**src/common/clkbuf_defines.svh**
```systemverilog
// Constants for the clock buffer power and serial control block.
// Assumes a 200 MHz system clock; included by its bare name.
`ifndef CLKBUF_DEFINES_SVH
`define CLKBUF_DEFINES_SVH

`define SYS_CLK_PERIOD_NS 5.0
`define SEQ_DELAY_MIN_MS 0.1
`define SEQ_DELAY_MAX_MS 0.3
`define POWER_UP_MAX_MS 1.8

`define REG_CTRL0_IDX 8'h00
`define REG_BYTE_COUNT_IDX 8'h07

`define CTRL0_MODE_HI 7
`define CTRL0_MODE_LO 6
`define CTRL0_EN_HI 5
`define CTRL0_EN_LO 3
`define CTRL0_FSEL 0
`define BC_HI 4

`define OUT_EN_RST 3'h7
`define BYTE_COUNT_RST 5'h08
`define STRAP_LOW 2'h0
`define STRAP_MID 2'h1
`define STRAP_HIGH 2'h2

`endif

```
**src/common/clkbuf_pkg.sv**
```systemverilog
// Types for the clock buffer power and serial control block.
// Assumes nothing beyond a SystemVerilog compiler.
`default_nettype none
package clkbuf_pkg;

  typedef enum logic [1:0] {SEQ_OFF, SEQ_DELAY, SEQ_WAIT, SEQ_RUN} seq_type;

  typedef enum logic [2:0] {BUS_IDLE, BUS_RX, BUS_RACK, BUS_TX, BUS_TACK} bus_type;

  typedef enum logic [1:0] {STEP_ADDR, STEP_INDEX, STEP_COUNT, STEP_DATA} step_type;

endpackage : clkbuf_pkg
`default_nettype wire

```
**src/hw/clock_buffer_smbus_power_ctrl.sv**
```systemverilog
// Power pin handling, power-up sequencer and serial slave of a clock buffer.
// Assumes all pin and analog inputs are asynchronous to sys_clk.
`timescale 1ns/1ps
`default_nettype none
`include "clkbuf_defines.svh"

// Behaviour
// - first rise of power pin latches frequency, bandwidth and address straps.
// - after first rise the pin acts as active-low power-down.
// - low over two complement rises stops outputs at next complement fall.
// - on valid supply leave off state, wait at least 0.1 ms.
// - second state waits for reference clock and power pin high.
// - outputs enabled in state three only after PLL lock.
// - power-on to outputs active under 1.8 ms with clock present.
// - no reference clock keeps every output disabled.
// - block write: address, index, count, data bytes, each acknowledged.
// - indexed read: index write, repeated start, count then data.
// - host ends read with not-acknowledge; device releases data line.
// - answer only to the address chosen by latched straps.
// - control byte zero reads latched mode, frequency; bit two zero.
// - control byte zero bits five to three enable top outputs.
// - byte count register defaults to eight, reported on read.
module clock_buffer_smbus_power_ctrl
  import clkbuf_pkg::*;
#(
  parameter logic [6:0] ADDR_BASE = 7'h60,
  parameter int DELAY_CYC = int'(`SEQ_DELAY_MIN_MS * 1.0e6 / `SYS_CLK_PERIOD_NS)
) (
  input wire logic sys_clk,
  input wire logic nrst,
  input wire logic power_good_or_down_pin,
  input wire logic frequency_select_strap,
  input wire logic [1:0] pll_bandwidth_strap,
  input wire logic [3:0] slave_address_strap,
  input wire logic supply_valid,
  input wire logic ref_clk_valid,
  input wire logic pll_locked,
  input wire logic clock_out_comp,
  input wire logic scl_in,
  input wire logic sda_in,
  output logic sda_out,
  output logic sda_oe,
  output logic outputs_run,
  output logic [2:0] out_high_enable
);

  localparam int NSYNC = 14;
  logic [NSYNC-1:0] sync1_r, sync2_r;
  logic pin_s, fsel_s, scl_s, sda_s, comp_s, supply_s, ref_s, lock_s;
  logic [1:0] bw_s;
  logic [3:0] sa_s;

  // Two-flop synchronisers; serial lines reset to their idle high level
  always_ff @(posedge sys_clk or negedge nrst) begin
    if (!nrst) begin
      sync1_r <= 14'h0030;
      sync2_r <= 14'h0030;
    end else begin
      sync1_r <= {power_good_or_down_pin, frequency_select_strap, pll_bandwidth_strap,
                  slave_address_strap, scl_in, sda_in, clock_out_comp, supply_valid,
                  ref_clk_valid, pll_locked};
      sync2_r <= sync1_r;
    end
  end

  assign {pin_s, fsel_s, bw_s, sa_s, scl_s, sda_s, comp_s, supply_s, ref_s, lock_s} = sync2_r;

  // Edge history
  logic pin_d_r, comp_d_r, scl_d_r, sda_d_r;
  always_ff @(posedge sys_clk or negedge nrst) begin
    if (!nrst) begin
      pin_d_r <= 1'b0;
      comp_d_r <= 1'b0;
      scl_d_r <= 1'b1;
      sda_d_r <= 1'b1;
    end else begin
      pin_d_r <= pin_s;
      comp_d_r <= comp_s;
      scl_d_r <= scl_s;
      sda_d_r <= sda_s;
    end
  end

  wire comp_rise = comp_s & ~comp_d_r;
  wire comp_fall = ~comp_s & comp_d_r;
  wire scl_rise = scl_s & ~scl_d_r;
  wire scl_fall = ~scl_s & scl_d_r;
  wire bus_start = scl_s & scl_d_r & sda_d_r & ~sda_s;
  wire bus_stop = scl_s & scl_d_r & ~sda_d_r & sda_s;

  // Strap capture on first power-good rise
  logic pg_seen_r, fsel_r;
  logic [1:0] mode_r, mode_nxt;
  logic [3:0] sa_r;
  wire first_rise = pin_s & ~pin_d_r & ~pg_seen_r;
  assign mode_nxt = (bw_s == `STRAP_LOW) ? 2'h0 : (bw_s == `STRAP_MID) ? 2'h1 : 2'h3;

  always_ff @(posedge sys_clk or negedge nrst) begin
    if (!nrst) begin
      pg_seen_r <= 1'b0;
      fsel_r <= 1'b0;
      mode_r <= 2'h0;
      sa_r <= 4'h0;
    end else if (first_rise) begin
      pg_seen_r <= 1'b1;
      fsel_r <= fsel_s;
      mode_r <= mode_nxt;
      sa_r <= sa_s;
    end
  end

  // Power-down: count complement rises while low
  logic [1:0] pd_cnt_r;
  logic stopped_r;
  always_ff @(posedge sys_clk or negedge nrst) begin
    if (!nrst) begin
      pd_cnt_r <= 2'h0;
      stopped_r <= 1'b0;
    end else if (pin_s || !pg_seen_r) begin
      pd_cnt_r <= 2'h0;
      stopped_r <= 1'b0;
    end else begin
      if (comp_rise && pd_cnt_r != 2'h2) begin
        pd_cnt_r <= pd_cnt_r + 2'h1;
      end
      if (comp_fall && pd_cnt_r == 2'h2) begin
        stopped_r <= 1'b1;
      end
    end
  end

  // Power-up sequencer
  seq_type seq_r;
  logic [31:0] dly_cnt_r;
  always_ff @(posedge sys_clk or negedge nrst) begin
    if (!nrst) begin
      seq_r <= SEQ_OFF;
      dly_cnt_r <= '0;
    end else if (!supply_s) begin
      seq_r <= SEQ_OFF;
      dly_cnt_r <= '0;
    end else begin
      case (seq_r)
        SEQ_OFF: begin
          seq_r <= SEQ_DELAY;
          dly_cnt_r <= '0;
        end
        SEQ_DELAY: begin
          dly_cnt_r <= dly_cnt_r + 32'h1;
          if (dly_cnt_r == 32'(DELAY_CYC - 1)) begin
            seq_r <= SEQ_WAIT;
          end
        end
        SEQ_WAIT: begin
          if (ref_s && pin_s && lock_s) begin
            seq_r <= SEQ_RUN;
          end
        end
        default: seq_r <= SEQ_RUN;
      endcase
    end
  end

  // Output gating
  logic [2:0] en_r;
  logic run_nxt;
  assign run_nxt = (seq_r == SEQ_RUN) && ref_s && !stopped_r;

  always_ff @(posedge sys_clk or negedge nrst) begin
    if (!nrst) begin
      outputs_run <= 1'b0;
      out_high_enable <= 3'h0;
      sda_out <= 1'b0;
    end else begin
      outputs_run <= run_nxt;
      out_high_enable <= run_nxt ? en_r : 3'h0;
      sda_out <= 1'b0;
    end
  end

  // Serial slave
  bus_type bus_r;
  step_type step_r;
  logic [3:0] cnt_r;
  logic [7:0] shift_r, tx_r, index_r, ctrl0, rd_data;
  logic [4:0] bc_r;
  logic read_r, nack_r;
  logic [6:0] my_addr;
  assign my_addr = ADDR_BASE + 7'(sa_r[3:2]) * 7'h03 + 7'(sa_r[1:0]);
  assign ctrl0 = {mode_r, en_r, 1'b0, 1'b0, fsel_r};
  assign rd_data = (index_r == `REG_CTRL0_IDX) ? ctrl0 :
                   (index_r == `REG_BYTE_COUNT_IDX) ? {3'h0, bc_r} : 8'h00;
  wire addr_hit = shift_r[7:1] == my_addr;

  always_ff @(posedge sys_clk or negedge nrst) begin
    if (!nrst) begin
      bus_r <= BUS_IDLE;
      step_r <= STEP_ADDR;
      cnt_r <= 4'h0;
      shift_r <= 8'h00;
      tx_r <= 8'h00;
      index_r <= 8'h00;
      read_r <= 1'b0;
      nack_r <= 1'b0;
      sda_oe <= 1'b0;
    end else if (bus_start) begin
      bus_r <= BUS_RX;
      step_r <= STEP_ADDR;
      cnt_r <= 4'h0;
      sda_oe <= 1'b0;
    end else if (bus_stop) begin
      bus_r <= BUS_IDLE;
      sda_oe <= 1'b0;
    end else begin
      case (bus_r)
        BUS_RX: begin
          if (scl_rise) begin
            shift_r <= {shift_r[6:0], sda_s};
            cnt_r <= cnt_r + 4'h1;
          end else if (scl_fall && cnt_r == 4'h8) begin
            cnt_r <= 4'h0;
            if (step_r == STEP_ADDR && !addr_hit) begin
              bus_r <= BUS_IDLE;
            end else begin
              bus_r <= BUS_RACK;
              sda_oe <= 1'b1;
              if (step_r == STEP_ADDR) begin
                read_r <= shift_r[0];
              end
              if (step_r == STEP_INDEX) begin
                index_r <= shift_r;
              end
              if (step_r == STEP_DATA) begin
                index_r <= index_r + 8'h01;
              end
            end
          end
        end
        BUS_RACK: begin
          if (scl_fall) begin
            if (step_r == STEP_ADDR && read_r) begin
              tx_r <= {3'h0, bc_r};
              sda_oe <= 1'b1; // Count byte MSB is always zero
              bus_r <= BUS_TX;
            end else begin
              sda_oe <= 1'b0;
              bus_r <= BUS_RX;
              step_r <= (step_r == STEP_DATA) ? STEP_DATA : step_type'(step_r + 2'h1);
            end
          end
        end
        BUS_TX: begin
          if (scl_fall) begin
            if (cnt_r == 4'h7) begin
              sda_oe <= 1'b0;
              cnt_r <= 4'h0;
              bus_r <= BUS_TACK;
            end else begin
              tx_r <= {tx_r[6:0], 1'b0};
              sda_oe <= ~tx_r[6];
              cnt_r <= cnt_r + 4'h1;
            end
          end
        end
        BUS_TACK: begin
          if (scl_rise) begin
            nack_r <= sda_s;
          end else if (scl_fall) begin
            if (nack_r) begin
              bus_r <= BUS_IDLE;
            end else begin
              tx_r <= rd_data;
              sda_oe <= ~rd_data[7];
              index_r <= index_r + 8'h01;
              bus_r <= BUS_TX;
            end
          end
        end
        default: sda_oe <= 1'b0;
      endcase
    end
  end

  // Register writes from block write data bytes
  wire wr_data = (bus_r == BUS_RX) && scl_fall && cnt_r == 4'h8 && step_r == STEP_DATA;
  always_ff @(posedge sys_clk or negedge nrst) begin
    if (!nrst) begin
      en_r <= `OUT_EN_RST;
      bc_r <= `BYTE_COUNT_RST;
    end else if (wr_data && index_r == `REG_CTRL0_IDX) begin
      en_r <= shift_r[`CTRL0_EN_HI:`CTRL0_EN_LO];
    end else if (wr_data && index_r == `REG_BYTE_COUNT_IDX) begin
      bc_r <= shift_r[`BC_HI:0];
    end
  end

  // Checks
  AST_STRAP_LATCH: assert property (@(posedge sys_clk) disable iff (!nrst)
    first_rise |=> fsel_r == $past(fsel_s) && sa_r == $past(sa_s) && pg_seen_r)
    else $error("straps not latched on first power-good rise");
  AST_PD_STOP: assert property (@(posedge sys_clk) disable iff (!nrst)
    pg_seen_r && !pin_s && pd_cnt_r == 2'h2 && comp_fall |=> ##1 !outputs_run)
    else $error("outputs still running after power-down");
  AST_DELAY_MIN: assert property (@(posedge sys_clk) disable iff (!nrst)
    seq_r == SEQ_DELAY && dly_cnt_r < 32'(DELAY_CYC - 1) |=> seq_r != SEQ_WAIT)
    else $error("delay state left early");
  AST_WAIT_HOLD: assert property (@(posedge sys_clk) disable iff (!nrst)
    seq_r == SEQ_WAIT && !(ref_s && pin_s) |=> seq_r != SEQ_RUN)
    else $error("run entered without clock and power pin");
  AST_LOCK: assert property (@(posedge sys_clk) disable iff (!nrst)
    $rose(seq_r == SEQ_RUN) |-> $past(lock_s))
    else $error("run entered without lock");
  AST_NO_CLK: assert property (@(posedge sys_clk) disable iff (!nrst)
    !ref_s |=> !outputs_run && out_high_enable == 3'h0)
    else $error("outputs enabled without reference clock");
  AST_ACK: assert property (@(posedge sys_clk) disable iff (!nrst)
    bus_r == BUS_RX && scl_fall && cnt_r == 4'h8 && step_r != STEP_ADDR && !bus_start
    && !bus_stop |=> sda_oe && bus_r == BUS_RACK)
    else $error("byte not acknowledged");
  AST_NACK_END: assert property (@(posedge sys_clk) disable iff (!nrst)
    bus_r == BUS_TACK && nack_r && scl_fall && !bus_start && !bus_stop
    |=> bus_r == BUS_IDLE && !sda_oe)
    else $error("data line driven after not-acknowledge");
  AST_ADDR_MISS: assert property (@(posedge sys_clk) disable iff (!nrst)
    bus_r == BUS_RX && step_r == STEP_ADDR && scl_fall && cnt_r == 4'h8 && !addr_hit
    && !bus_start && !bus_stop |=> bus_r == BUS_IDLE && !sda_oe)
    else $error("answered a foreign address");
  AST_EN_GATE: assert property (@(posedge sys_clk) disable iff (!nrst)
    out_high_enable != 3'h0 |-> (out_high_enable & ~$past(en_r)) == 3'h0)
    else $error("output enabled against its enable bit");
  AST_IDX_STEP: assert property (@(posedge sys_clk) disable iff (!nrst)
    wr_data && !bus_start && !bus_stop |=> index_r == $past(index_r) + 8'h01)
    else $error("index did not advance");
endmodule : clock_buffer_smbus_power_ctrl
`default_nettype wire

```
**config.mk**
```make
export PLATFORM = sky130hd
export DESIGN_NAME = clock_buffer_smbus_power_ctrl
export DESIGN_NICKNAME = d
export VERILOG_FILES = /design/src/common/clkbuf_pkg.sv /design/src/hw/clock_buffer_smbus_power_ctrl.sv
export VERILOG_INCLUDE_DIRS = /design/src /design/src/common
export SDC_FILE = /design/constraint.sdc
export NUM_CORES = 1
export LEC_CHECK = 0
export ABC_AREA = 1
export BUFFER_PORTS_ARGS = -buffer_cell sky130_fd_sc_hd__buf_2
export CORE_MARGIN = 2
export CORE_UTILIZATION = 45
export CTS_CLUSTER_SIZE = 8
export DETAILED_ROUTE_END_ITERATION = 7
export GPL_ROUTABILITY_DRIVEN = 0
export PLACE_DENSITY_LB_ADDON = 0.12
export SLEW_MARGIN = 20
export SYNTH_ARGS = -nofsm -noshare
export SYNTH_HDL_FRONTEND = slang
export SYNTH_SLANG_ARGS = --single-unit
```
**constraint.sdc**
```tcl
create_clock -name sys_clk -period 2.18 [get_ports sys_clk]
set_clock_uncertainty 0.2 [all_clocks]
set_input_delay 0.218 -clock sys_clk [delete_from_list [all_inputs] [get_ports sys_clk]]
set_output_delay 0.218 -clock sys_clk [all_outputs]
set_load 0.005 [all_outputs]
```
==> metrics.cfg <==
[yosys]
synthTopCellsByArea=dfrtp_1 46%, nand2_1 13%, inv_1 5.6%
syn_nets=799
post_synth_num_cell_types=45
synth_top_area_share_pct=45.9
synthCells=772
yosysWarningCount=0
post-synth-top-count-cell=nand2_1
synth_flop_cell=dfrtp_1
ys_ff_latch=124
synth_edf_count=0
synth_top_cell_by_area=dfrtp_1
ys_top_cells_by_count=210 x nand2_1, 114 x dfrtp_1, 93 x inv_1, 78 x nor2_1, 63 x o21ai_0
async_reset_ff_share_pct=100
syn-cell-area_mm2=0.00621
avgSynthCellArea_um2=8.04
yosysSeqAreaShare_pct=50.2

[sta]
period_share_pct=101
drv_slew=0
hold_viol_final=0
holdWs_ps=143
fin_crit_ps=2200
tightest_slew_ps=680
relSlewSlack_pct=54.7
rsz0062_at_grt=yes
setup_violations=3
worst_slack_ps=-19.9
fmax_ghz=0.455

[clocking]
cts_tree=built
htree_levels=4
root_buffer=clkbuf_16
worstSkewPairLatency_ps=430
cts_buffers=17
numClockSinks=124
clock_path_buffers=2
clkTransAtPathRegs_ps=60

[layout]
area_growth_pct=18.7
drive_above_1_share_pct=13.7
nets=859
fin_area_mm2=0.00737
diodes=0

[routing]
first_pass_iters=5
remaining_drc_errors=0
routed_wl_mm=14.6
postRouteAntennaNets=0
vias=5306
routed_via_density=5.20
drt_iter0_drc=419
wire_per_inst_um=14.3

[floorplan]
start_util_pct=46.5
die_x_um=121
dieArea_mm2=0.0148
rows=42
io_pins=22
core_mm2=0.0133
die_y_um=121

[grt]
grt_max_degree=125
track_usage_pct=21.7
grt_pass1_vias=5288
antenna_found_initial=0
overflow=0
grt_pass1_wl_mm=25.1

[worst_setup_path]
path_cells=ha_4 > inv_2 > fa_1 > inv_1 > nand2_1 > nand2_1 > nand2_1 > nor2_2 > nand3_2 > nand2_2 > o21ai_0 > nand2_1
startpoint=sa_r[3]$_DFFE_PN0P_
critPathKind=flip-flop to flip-flop
cpPeakStageDelay_ps=500
r2r_cells=12
cp_common_cell=nand2_1
r2r_end=bus_r[1]$_DFFE_PN0P_
timing.rr.start=sa_r[3]$_DFFE_PN0P_
arrival_ps=2310
r2r_slack_ps=-20
crit_path_end_kind=flip-flop
crit_path_top_delay_cell=fa_1
required_ps=2290
path_max_fanout=3
worstSetupStartpointType=flip-flop

[pwr]
cell_internal_pwr_mw=4.42
clkPwrFrac_pct=43.5
pwr-share-comb_pct=15.4
ir_worst_vdd_uv=622
leakagePower_nw=3.35
p_sw_mw=1.85
powerDensity_mw_per_mm2=849
total_power_mw=6.26
power_frac_seq_pct=41.1
p_sw_share_pct=29.5

[placed_design]
dp_hpwl_mm=10.2
portBuffers=20
placed_area_mm2=0.00661

[status]
outcome=finished with violations
violations=negative setup slack

[hold_path]
min_from=sync1_r[2]$_DFF_PN0_
holdPathStages=0
hold_class=flip-flop to flip-flop
hold_end=sync2_r[2]$_DFF_PN0_

[run]
cap_viol_max_count=0

[cell families after synthesis]
group	count (synthesis)	synth area share, %
AND/OR/NAND/NOR	392	27.7
AO/OA/AOI/OAI	126	11.2
flip-flops	124	50.2
buffers and inverters	106	6.63
adder cells (fa/ha/maj)	11	2.34
XOR/XNOR	7	0.987
multiplexers	5	0.907
other	1	0.0604
[metal layers]
layer | up-vias | share of wire [%] | GRT usage (%)
met3 | 18 | 5.4 | 4.23
met4 | 0 | 1.3 | 9.34
met1 | 2507 | 45 | 28.3
met2 | 148 | 48 | 35.2
li1 | 2633 | - | -
met5 | - | 0 | 0
[power groups by stage]
stage / Sequential (mW) / Combinational, mW / Clock [mW]
after floorplan: 2.57 / 0.588 / 0
after global placement: 2.60 / 0.849 / 0
after detailed placement: 2.60 / 0.878 / 0
after CTS: 2.57 / 0.946 / 2.77
after global routing: 2.60 / 1.11 / 2.86
final: 2.58 / 0.963 / 2.72
[layout by cell type (no fill, tap or decap), types with 18 or more instances in the layout]
master,n
nor2_1,77
nand4_1,18
dfrtp_1,114
a21oi_1,33
o21ai_0,63
inv_1,91
nand3_1,43
nand2_1,208
buf_2,19
[critical path: cells and delay by family, from the launching register on]
family	cells	cell delay, ps
and+or+nand+nor	7	430
AOI/OAI and AO/OA	1	190
buffers and inverters	2	80
DFF	1	420
adders and majority gates	2	780
[final cells by class]
class	count	area, um2
clock buffers	18	429
multi-input cells	542	2730
well taps	176	220
fillers	1240	5970
inverters	95	357
repair buffers	52	393
clock inverters	14	134
flip-flops and latches	124	3120
[metrics by stage]
stage	cells	util (%)	setup TNS, ps	setup WS, ps
2_1_floorplan	772	-	0	66.3
3_3_place_gp	973	49.5	-87.4	-46.6
3_5_place_dp	973	49.5	-232	-86.3
4_1_cts	1021	55.1	-109	-44.4
5_1_grt	1021	55.2	-557	-200
6_report	1021	55.2	-41.7	-19.9
[state kept, by name, summed over array words and instances, names as in the netlist, 4 cells and up]
name	cells
shift_r	8
cnt_r	4
index_r	8
sa_r	4
sync1_r	14
dly_cnt_r	32
bc_r	5
tx_r	7
sync2_r	14
[how the worst max path moves through the flow]
stage	end	slack, ps
after floorplan	bus_r[1]$_DFFE_PN0P_	70
after global placement	read_r$_DFFE_PN0P_	-50
after detailed placement	read_r$_DFFE_PN0P_	-90
after CTS	read_r$_DFFE_PN0P_	-40
after global routing	sda_oe$_DFFE_PN0P_	-200
final	bus_r[1]$_DFFE_PN0P_	-20
[timing repair]
action	4_1_cts	5_1_grt
setup buffers	1	0
pin swaps	4	0
hold buffers	15	0
cloned	0	0
resized for setup	5	5
hold endpoints to repair	128	0
setup endpoints to repair	3	3
(Power assumes the default switching activity.)
